## src/fpet_defs.svh

```systemverilog
// Purpose: Constants for the flash program/erase timer
// Assumes: Durations counted in flash timing clock periods
// Notes:   Included by the package and by both design modules
`ifndef FPET_DEFS_SVH
`define FPET_DEFS_SVH

`define FPET_CNT_W        13
`define FPET_WORD_TICKS   13'h0023
`define FPET_BLK0_TICKS   13'h001e
`define FPET_BLKN_TICKS   13'h0015
`define FPET_BLKEND_TICKS 13'h0006
`define FPET_MASS_TICKS   13'h14b1
`define FPET_SEG_TICKS    13'h12d3
`define FPET_BLK_LAST     6'h3f
`define FPET_DIV_W        8
`define FPET_DIV_DEFAULT  8'h3c
`define FPET_DIV_MIN      8'h35
`define FPET_DIV_MAX      8'h61

`endif

```

## src/fpet_pkg.sv

```systemverilog
// Purpose: Types for the flash program/erase timer
// Assumes: fpet_defs.svh holds all numbers
// Notes:   Command codes and sequencer states
`include "fpet_defs.svh"
package fpet_pkg;
  typedef enum logic [2:0] {
    FPET_CMD_WORD,
    FPET_CMD_BLOCK,
    FPET_CMD_SEG,
    FPET_CMD_MASS,
    FPET_CMD_NONE
  } fpet_cmd_e;

  typedef enum logic [2:0] {
    FPET_IDLE,
    FPET_WORD,
    FPET_BLK_FIRST,
    FPET_BLK_NEXT,
    FPET_BLK_WAIT,
    FPET_BLK_END,
    FPET_ERASE
  } fpet_state_e;

  typedef logic [`FPET_CNT_W-1:0] fpet_cnt_t;
endpackage

```

## src/fpet_timer.sv

```systemverilog
// Purpose: Program and erase phase timer of an on-chip flash controller
// Assumes: Commands are taken only while idle; data arrives per location
// Notes:   Durations are counted in flash timing clock ticks
`timescale 1ns/1ps
`include "fpet_defs.svh"
module fpet_timer
  import fpet_pkg::*;
(
  // Clock and reset
  input  wire logic                   mclk_in,
  input  wire logic                   rst_in,
  // Timing clock setup
  input  wire logic [`FPET_DIV_W-1:0] tick_div_in,
  // Command
  input  wire logic                   start_in,
  input  wire fpet_cmd_e              cmd_in,
  input  wire logic                   blk_more_in,
  input  wire logic                   blk_last_in,
  // Flash array controls
  output logic                        prog_out,
  output logic                        erase_out,
  output logic                        mass_out,
  output logic                        next_loc_out,
  // Status
  output logic                        busy_out,
  output logic                        done_out,
  output logic [5:0]                  blk_index_out,
  output logic                        range_err_out
);
  fpet_state_e state;
  fpet_cnt_t   cnt;
  logic        tick;
  logic        run;
  logic        phase_end;

  assign run = (state != FPET_IDLE) && (state != FPET_BLK_WAIT);

  fpet_tick_div u_div (
    .mclk_in       (mclk_in),
    .rst_in        (rst_in),
    .run_in        (run),
    .div_in        (tick_div_in),
    .tick_out      (tick),
    .range_err_out (range_err_out)
  );

  function automatic fpet_cnt_t load_of(input fpet_state_e s);
    unique case (s)
      FPET_WORD:      load_of = `FPET_WORD_TICKS;
      FPET_BLK_FIRST: load_of = `FPET_BLK0_TICKS;
      FPET_BLK_NEXT:  load_of = `FPET_BLKN_TICKS;
      FPET_BLK_END:   load_of = `FPET_BLKEND_TICKS;
      default:        load_of = '0;
    endcase
  endfunction

  assign phase_end = tick && (cnt == `FPET_CNT_W'(1));

  // Sequencer; counter reloads with each phase entry
  always_ff @(posedge mclk_in or posedge rst_in) begin
    if (rst_in) begin
      state <= FPET_IDLE;
      cnt   <= '0;
    end else begin
      unique case (state)
        FPET_IDLE: begin
          if (start_in) begin
            unique case (cmd_in)
              FPET_CMD_WORD: begin
                state <= FPET_WORD;
                cnt   <= load_of(FPET_WORD);
              end
              FPET_CMD_BLOCK: begin
                state <= FPET_BLK_FIRST;
                cnt   <= load_of(FPET_BLK_FIRST);
              end
              FPET_CMD_SEG: begin
                state <= FPET_ERASE;
                cnt   <= `FPET_SEG_TICKS;
              end
              FPET_CMD_MASS: begin
                state <= FPET_ERASE;
                cnt   <= `FPET_MASS_TICKS;
              end
              default: state <= FPET_IDLE;
            endcase
          end
        end
        FPET_BLK_FIRST, FPET_BLK_NEXT: begin
          if (phase_end) begin
            if (blk_last_in || blk_index_out == `FPET_BLK_LAST) begin
              state <= FPET_BLK_END;
              cnt   <= load_of(FPET_BLK_END);
            end else begin
              state <= FPET_BLK_WAIT;
            end
          end else if (tick) begin
            cnt <= cnt - `FPET_CNT_W'(1);
          end
        end
        // Stalls until next data is ready or block end is signalled; program voltage held off
        FPET_BLK_WAIT: begin
          if (blk_more_in) begin
            state <= FPET_BLK_NEXT;
            cnt   <= load_of(FPET_BLK_NEXT);
          end else if (blk_last_in) begin
            state <= FPET_BLK_END;
            cnt   <= load_of(FPET_BLK_END);
          end
        end
        FPET_WORD, FPET_BLK_END, FPET_ERASE: begin
          if (phase_end) begin
            state <= FPET_IDLE;
          end else if (tick) begin
            cnt <= cnt - `FPET_CNT_W'(1);
          end
        end
        default: state <= FPET_IDLE;
      endcase
    end
  end

  // Location index within a block
  always_ff @(posedge mclk_in or posedge rst_in) begin
    if (rst_in) begin
      blk_index_out <= '0;
    end else if (state == FPET_IDLE) begin
      blk_index_out <= '0;
    end else if (state == FPET_BLK_WAIT && blk_more_in) begin
      blk_index_out <= blk_index_out + 6'h01;
    end
  end

  // Array controls and status from flops
  always_ff @(posedge mclk_in or posedge rst_in) begin
    if (rst_in) begin
      mass_out <= 1'b0;
      done_out <= 1'b0;
      next_loc_out <= 1'b0;
    end else begin
      if (state == FPET_IDLE && start_in) begin
        mass_out <= (cmd_in == FPET_CMD_MASS);
      end
      done_out <= phase_end && (state == FPET_WORD ||
                  state == FPET_BLK_END || state == FPET_ERASE);
      next_loc_out <= phase_end && (state == FPET_BLK_FIRST ||
                      state == FPET_BLK_NEXT) && !blk_last_in &&
                      blk_index_out != `FPET_BLK_LAST;
    end
  end

  assign prog_out  = state == FPET_WORD || state == FPET_BLK_FIRST ||
                     state == FPET_BLK_NEXT;
  assign erase_out = state == FPET_ERASE;
  assign busy_out  = state != FPET_IDLE;

  // Ticks counted inside one phase
  logic [12:0] tk;
  always_ff @(posedge mclk_in or posedge rst_in) begin
    if (rst_in) begin
      tk <= '0;
    end else if (state == FPET_IDLE || state == FPET_BLK_WAIT ||
                 phase_end) begin
      tk <= '0;
    end else if (tick) begin
      tk <= tk + 13'h0001;
    end
  end
endmodule

```

## src/fpet_tick_div.sv

```systemverilog
// Purpose: Divides the system clock into flash timing clock enable pulses
// Assumes: Divider value chosen by the issuing party
// Notes:   Out-of-band ratios are flagged, not blocked
`timescale 1ns/1ps
`include "fpet_defs.svh"
module fpet_tick_div
  import fpet_pkg::*;
(
  // Clock and reset
  input  wire logic                   mclk_in,
  input  wire logic                   rst_in,
  // Control
  input  wire logic                   run_in,
  input  wire logic [`FPET_DIV_W-1:0] div_in,
  // Tick
  output logic                        tick_out,
  output logic                        range_err_out
);
  logic [`FPET_DIV_W-1:0] cnt;

  // Restarting at each operation keeps the first period whole
  always_ff @(posedge mclk_in or posedge rst_in) begin
    if (rst_in) begin
      cnt <= '0;
    end else if (!run_in || cnt == div_in - `FPET_DIV_W'(1)) begin
      cnt <= '0;
    end else begin
      cnt <= cnt + `FPET_DIV_W'(1);
    end
  end

  assign tick_out = run_in && (cnt == div_in - `FPET_DIV_W'(1));

  // Band 257..476 kHz at 25 MHz means a ratio of 53..97
  always_ff @(posedge mclk_in or posedge rst_in) begin
    if (rst_in) begin
      range_err_out <= 1'b0;
    end else begin
      range_err_out <= (div_in < `FPET_DIV_MIN) ||
                       (div_in > `FPET_DIV_MAX);
    end
  end
endmodule

```

## config.mk

```make
export PLATFORM = sky130hd
export DESIGN_NAME = fpet_timer
export DESIGN_NICKNAME = d
export VERILOG_FILES = /design/src/fpet_pkg.sv /design/src/fpet_timer.sv /design/src/fpet_tick_div.sv
export VERILOG_INCLUDE_DIRS = /design/src
export SDC_FILE = /design/constraint.sdc
export NUM_CORES = 1
export LEC_CHECK = 0
export BUFFER_PORTS_ARGS = -buffer_cell sky130_fd_sc_hd__buf_2
export CORE_UTILIZATION = 52
export CTS_CLUSTER_DIAMETER = 50
export DETAILED_ROUTE_END_ITERATION = 10
export HOLD_SLACK_MARGIN = 0.08
export PLACE_DENSITY = 0.8
export SYNTH_ARGS = -nofsm -noshare
export SYNTH_HDL_FRONTEND = slang
export SYNTH_HIERARCHICAL = 1
export SYNTH_SLANG_ARGS = --single-unit
```

## constraint.sdc

```tcl
create_clock -name mclk_in -period 5 [get_ports mclk_in]
set_clock_uncertainty 0.15 [all_clocks]
set_input_delay 1 -clock mclk_in [delete_from_list [all_inputs] [get_ports mclk_in]]
set_output_delay 1 -clock mclk_in [all_outputs]
set_load 0.05 [all_outputs]
```

# [Yosys cells after proc, flatten, opt, wreduce, memory -nomap -nowiden]
# Cells that the tools add are included.
[classes] addsub=4 n_mul=0 n_div=0 magnitude_cmp=2 eq_ne=21 shift=0 mux=20 n_bitwise=0 reduce_logical=29
[ops] op="one-hot mux 13 bit (4 select lines)" count=2
[ops] op="2-to-1 mux 13 bit" count=7
[ops] op="2-to-1 mux 3 bit" count=5
[ops] op="== test 13 x 1 -> 1 bit (second input constant)" count=1
[ops] op="subtractor 13 x 1 -> 13 bit (second input constant)" count=1
[ops] op="== test 3 x 2 -> 1 bit (second input constant)" count=4
[ops] op="2-to-1 mux 6 bit" count=2
[ops] op="one-hot mux 3 bit (4 select lines)" count=1
[ops] op="== test 3 bit (second input constant)" count=3
[ops] op="logical AND 1 bit" count=9
[ops] op="inequality test 3 bit (second input constant)" count=3
[ops] op="one-hot mux 3 bit (3 select lines)" count=1
[ops] op="adder 8 x 1 -> 8 bit (second input constant)" count=1
[ops] op="== test 8 bit" count=1
[ops] op="greater-than comparator 8 x 7 -> 1 bit (second input constant)" count=1
[ops] op="logical OR 1 bit" count=8
[ops] op="less-than comparator 8 x 6 -> 1 bit (second input constant)" count=1
[ops] op="2-to-1 mux 8 bit" count=1
[ops] op="inequality test 2 bit (second input constant)" count=4
[ops] op="subtractor 8 x 1 -> 8 bit (second input constant)" count=1
[ops] op="adder 6 x 1 -> 6 bit (second input constant)" count=1
[ops] op="== test 3 x 1 -> 1 bit (second input constant)" count=2
[ops] op="== test 6 bit (second input constant)" count=1
[ops] op="logical NOT 3 bit" count=2
[ops] op="11 further kinds" count=13
[word_totals] ff_bits=34 latch_bits=0 ramBits=0 romBits=0 in_bits=16 out_inout_bits=13 word_cells=84 n_memories=0

# [Longest topological paths before layout]
# Gate-level depths: netlist (run 1).
[depth] depth_word=7 depth_mapped=13 depth_no_buf=12

# [By module]
# The synthesis (run 1) kept the hierarchy.
[modules_own_cells] module="fpet_timer" instances=1 cells_per_inst=198 area_per_inst_um2=1689.1 seq_area_each_um2=625.6
[modules_own_cells] module="fpet_tick_div" instances=1 cells_per_inst=80 area_per_inst_um2=723.2 seq_area_each_um2=225.2

# [Least setup slack after synthesis (run 1)]
# Ideal clock, no wire load.
[synth_path] path_kind="in2reg" startpoint="input port tick_div_in[0]" endpoint="register cnt[2] (netlist name)" setup_ns=0.127 t_arrival_ns=3.790 required_ns=4.723 slack_ns=0.932 cell_stages=11 path_buffers=0 path_cell_list="inv_1 > ha_1 > and2b_1 > or4b_4 > a311oi_4 > and2_1 > nor3b_1 > nand4_1 > a21oi_1 > or2_4 > mux2_1"
[synth_rtl] element="from (decl)" line_no="fpet_timer.sv:13" source="input wire logic [`FPET_DIV_W-1:0] tick_div_in,"

==> results.md, run 1 <==
* Status: complete, no violations
* Routed WL at 5.38 mm
* I/O Pins at 29
* Slew headroom at 36.7%
* Multiplexer share of the synthesized area at 0.934%
* Largest net degree at the start of global routing at 26
* Die ar. at 4920 sq um
* Final Util at 59.8%
* Req. time, crit path at 5.07 ns
* Final GP Congestion at 0.875
* Most frequent cells in the layout: dfrtp_1 (34), nor2_1 (32), buf_2 (28), nand2_1 (27), xnor2_1 (13)
* WL/cell at 15.1 um
* H-tree depth at 2
* Measured slew at the worst slew-check pin at 0.948 ns
* CP Max Fanout at 21
* Height of the die at 70.1 um
* Max-Cap Viols at 0
* Compound-gate portion of the synthesized area at 18.9%
* Post-synth cell types at 62
* HPWL after detailed placement at 4.01 mm
* Hold WC Path Type: flop to flop
* Synth Area in XOR/XNOR at 7.83%
* Layout cells sized above 1 at 15.8%
* Initial antenna violation count at 0
* Total GRT Usage at 23.8%
* DR vias/cell at 6.06
* FF+latch count, synth at 34
* Pleak at 1.15 nW
* Hold buffer count at cts at 0
* CTS Root Cell: clkbuf_8
* CTS buffer count at 5
* Post-CTS Resized at 0
* CTS tree: built
* Total core area at 4410 sq um
* Clock buffer depth at 2
* Register area share after synthesis at 35.3%
* Final setup viols at 0
* First-pass GRT wire length at 9.20 mm
* Clock latency on the worst-skew pair at 0.29 ns
* Warnings from Yosys at 6
* Crit path launch type: primary input
* Net count after synthesis at 300
* Max VDD drop at 0.322 mV
* CTS Sinks at 34
* Clk slew on worst S/H paths at 0.07 ns
* Synth Area in Adders at 3.11%
* Worst path arrival time at 4.26 ns
* PortBufs at 28
* Ys async rst share at 100%
* Worst setup EP type: flop
* Grt ovf at 0
* Die width at 70.1 um
* P per Cell Area at 486 nW/um^2
* Syn Std Cell Area at 2410 sq um
* Initial Util at 54.6%
* Vias post-DR at 2151
* Final net count at 325
* Max-slew violation count at 0
* # rows at 24
* Fillers at 419
* Largest family of logic cells by synthesized area: simple AND/OR/NAND/NOR gates
* P&R area growth vs syn at 9.34%
* Syn Area/Cell at 8.68 sq um
* RSZ-0062 raised after global routing: no
* Tot Pwr at 1.28 mW
* Final period util at 83.8%
* Vias in the first global route at 1861
* Post-route ant nets at 0
* Setup tns final at 0 ns
* ANT cells at 0
* DRT Pass-1 Iters at 4
* Worst setup path category: primary input to flop
* Tmin final at 4.19 ns
* Final hold violations at 0
* F_max at 0.239 GHz
* 1st-iter DRT viols at 128
* Commonest non-fill, non-tap cell in the layout: dfrtp_1
* Post-synth EDFFs at 0
* Primary FF master, synth: dfrtp_1
* Post-CTS Setup Repair Bufs at 0
* Post-Synth Simple-Gate Area at 29.4%
* Drt drc at 0
* Synthesized netlist cell count at 278
-- Yosys cell counts, drive strengths merged, types with 6 or more instances --
| cell | instances | area (sq um) |
|---|---|---|
| ha | 6 | 75.1 |
| nor3 | 11 | 71.3 |
| xor2 | 6 | 52.6 |
| a21oi | 9 | 45.0 |
| nand4 | 7 | 43.8 |
| nor2 | 34 | 133 |
| o211ai | 11 | 82.6 |
| inv | 12 | 45.0 |
| nand2 | 27 | 101 |
| and3 | 6 | 37.5 |
| buf | 9 | 56.3 |
| dfrtp | 34 | 851 |
| o21ai | 13 | 68.8 |
| nand3 | 10 | 50.1 |
| xnor2 | 13 | 114 |
| a31oi | 6 | 37.5 |
-- flip-flops by register name, summed over array words and instances (netlist names) --
| name | count |
|---|---|
| blk_index_out | 6 |
| cnt | 13 |
| done_out | 1 |
| mass_out | 1 |
| next_loc_out | 1 |
| state | 3 |
| u_div/cnt | 8 |
| u_div/range_err_out | 1 |
-- through the flow --
step / hold slack [ns] / std cells / cell area, sq um / setup WS [ns]
floorplan: 0.338 / 278 / 2410 / 0.932
global placement: 0.319 / 348 / 2560 / 0.602
detailed placement: 0.324 / 348 / 2560 / 0.556
CTS: 0.342 / 355 / 2640 / 0.841
global route: 0.360 / 355 / 2640 / 0.539
finish: 0.340 / 355 / 2640 / 0.812
-- power breakdown --
group	switching (mW)	internal (mW)
Combinational	0.413	0.229
Sequential	0.106	0.345
Clock	0.0945	0.0958
-- per-layer routing --
metal	part of all wire [%]	up-vias	global-route usage, %
met1	49	1003	35.8
met4	1.3	0	7.56
li1	-	1060	-
met2	44	82	34.7
met3	6.1	6	4.33
met5	0	-	0
-- worst max-delay path, stage by stage --
cell and delay, ns:
buf_2 0.15, inv_1 0.06, ha_1 0.26, and2b_1 0.21
or4b_4 0.53, a311oi_4 0.28, and2_1 0.31, nor3b_1 0.38
and4_1 0.30, o21ai_2 0.24, a311oi_1 0.36, o22a_1 0.18
-- cell type report --
| cell class | instances | area (sq um) | area share (%) |
|---|---|---|---|
| clock buffer | 7 | 76.3 | 2.89 |
| inverter | 12 | 45.0 | 1.71 |
| multi-input combinational | 221 | 1450 | 55.1 |
| sequential | 34 | 851 | 32.3 |
| tap | 52 | 65.1 | 2.47 |
| timing repair buffer | 29 | 148 | 5.60 |
-- cell families (layout without fill, tap and decap cells) --
group	Yosys count	in the layout
buffers and inverters	23	48
DFF	34	34
muxes	2	2
adders and majority gates	6	6
xor gates and xnor gates	20	20
and+or+nand+nor	130	130
AOI/OAI and AO/OA	63	63
-- final timing paths --
check                               start           end  slack, ns  cells after the start
hold / removal                   mass_out      mass_out       0.34                      2
setup / recovery           tick_div_in[0]        cnt[1]       0.81                     12
min in group asynchronous          rst_in  u_div/cnt[3]       0.53                      2
setup reg to reg             u_div/cnt[2]        cnt[1]       1.42                     10
hold reg to reg                  mass_out      mass_out       0.34                      2
max in group asynchronous          rst_in        cnt[7]       3.33                      2
Power figures use the tool's default switching activity.
==> run 2, diff against run 1 <==
==> constraint.sdc (replaced) <==
create_clock -name mclk_in -period 4.1 [get_ports mclk_in]
set_clock_uncertainty 0.15 [all_clocks]
set_input_delay 0.82 -clock mclk_in [delete_from_list [all_inputs] [get_ports mclk_in]]
set_output_delay 0.82 -clock mclk_in [all_outputs]
set_load 0.05 [all_outputs]
==> run 2 against run 1 <==
  * Final cell count up 2.3%
  * Sequential share of layout area fell by 1.0 points
  * Register-to-register slack got worse by 0.66 ns
  * Setup slack got worse by 0.44 ns
  * Critical path type unchanged
  * Highest routed layer unchanged
==> results.md, run 2 (synthesis results as in run 1) <==
* Max-Cap Viols at 0
* Final GP Congestion at 0.910
* R2r endpoint: state[0]
* RSZ-0062 raised after global routing: no
* DR vias/cell at 5.97
* Critical path buffers and inverters at 3
* Sw frac at 45.7%
* Tmin final at 3.73 ns
* Clock latency on the worst-skew pair at 0.29 ns
* Final period util at 90.9%
* Worst setup margin at 0.372 ns
* Final Util at 61.7%
* CP peak stage delay at 0.54 ns
* Placed cells at 355
* Pleak at 1.21 nW
* CP Max Fanout at 7
* Max-slew violation count at 0
* CTS buffer count at 5
* Slew headroom at 35.7%
* Internal Power at 894 uW
* P per Cell Area at 605 nW/um^2
* Die ar. at 4920 sq um
* H-tree depth at 2
* Final net count at 332
* Commonest non-fill, non-tap cell in the layout: dfrtp_1
* 1st-iter DRT viols at 133
* Post-CTS Resized at 0
* P&R area growth vs syn at 12.9%
* Worst path arrival time at 3.75 ns
* Clk slew on worst S/H paths at 0.07 ns
* Slowest cell on crit path: or4b_4
* Max reg flops at 13
* Measured slew at the worst slew-check pin at 0.964 ns
* Seq pwr share at 33.1%
* ANT cells at 0
* Total core area at 4410 sq um
* Layout cells sized above 1 at 18.6%
* Total GRT Usage at 23.5%
* Clock network fraction of total power at 18.2%
* Hold WC Path Type: primary input to async pin
* CTS Sinks at 34
* Hold buffer count at cts at 0
* Worst-path cell chain: buf_2, inv_1, ha_1, and2b_1, or4b_4, a311oi_4, and2_1, buf_4, nor4bb_1, a41oi_1, o21ba_2, mux2_1
* Comb pwr share at 48.6%
* First-pass GRT wire length at 9.21 mm
* Worst reg2reg path startpoint: u_div/cnt[2]
* Drt drc at 0
* Post-CTS Setup Repair Bufs at 0
* Area post-placement at 2610 sq um
* Cell count along the critical path at 12
* Flop2flop setup slack at 0.76 ns
* Die width at 70.1 um
* PortBufs at 28
* Clock buffer depth at 2
* DRT Pass-1 Iters at 4
* Design area at 2720 sq um
* Worst setup EP type: flop
* Sw Pwr at 752 uW
* Largest registers: cnt (13), u_div/cnt (8), blk_index_out (6)
* Req. time, crit path at 4.12 ns
* WL/cell at 14.6 um
* Status: complete, no violations
* Initial antenna violation count at 0
* Setup tns final at 0 ns
* Final setup viols at 0
* Worst setup path category: primary input to flop
* Pre-CTS setup slack at 0.111 ns
* Register bank with the most flops: cnt
* Crit path to: state[0]
* Final hold violations at 0
* F_max at 0.268 GHz
* Post-route ant nets at 0
* CTS tree: built
* Crit path launch type: primary input
* Initial Util at 54.6%
* Vias post-DR at 2167
* Worst setup startpoint: tick_div_in[0]
* Max VDD drop at 0.409 mV
* Largest net degree at the start of global routing at 26
* Fillers at 390
* Grt ovf at 0
* I/O Pins at 29
* HPWL after detailed placement at 4.00 mm
* CP delay by family, top: simple AND/OR/NAND/NOR gates
* Final hold slack at 0.346 ns
* Reg2reg path depth at 10
* CTS Root Cell: clkbuf_8
* Tot Pwr at 1.65 mW
* Vias in the first global route at 2008
* Height of the die at 70.1 um
* # rows at 24
* Non-Filler Instances at 363
* Most frequent cells in the layout: dfrtp_1 (34), nor2_1 (32), buf_2 (28), nand2_1 (27), xnor2_1 (13)
* Routed WL at 5.31 mm
run 2: changes by cell type in the layout (fill, tap and decap cells not counted):
cell | before | now
clkinv_2 | 0 | 2
clkbuf_1 | 2 | 0
buf_4 | 1 | 8
bufinv_16 | 0 | 1
run 2: how the worst min path moves through the flow:
stage                      start  slack, ns            to  cells after the start
finish                    rst_in       0.35  u_div/cnt[1]                      2
global route              rst_in       0.37  u_div/cnt[1]                      2
CTS                       rst_in       0.36  u_div/cnt[1]                      2
detailed placement      mass_out       0.35      mass_out                      2
global placement        mass_out       0.33      mass_out                      2
floorplan           u_div/cnt[0]       0.34  u_div/cnt[0]                      1
run 2: final cells by class:
cell class	count	area [sq um]	area share, %
Multi-Input combinational cell	221	1450	53.4
Sequential cell	34	851	31.3
Timing Repair Buffer	36	200	7.35
Clock buffer	5	68.8	2.53
Tap cell	52	65.1	2.39
Inverter	12	45.0	1.65
Clock inverter	3	40.0	1.47
run 2: power by group through the flow:
stage	combinational (mW)	sequential, mW	clock (mW)
finish	0.800	0.545	0.300
global route	0.878	0.566	0.325
CTS	0.791	0.544	0.308
detailed placement	0.788	0.549	0
global placement	0.781	0.550	0
floorplan	0.661	0.527	0
run 2: layer usage:
metal | up-vias | track usage (%) | wire (um)
li1 | 1080 | - | -
met1 | 1027 | 33.0 | 2650
met2 | 52 | 35.7 | 2390
met3 | 8 | 4.91 | 197
met4 | 0 | 9.11 | 75
met5 | - | 0 | 0
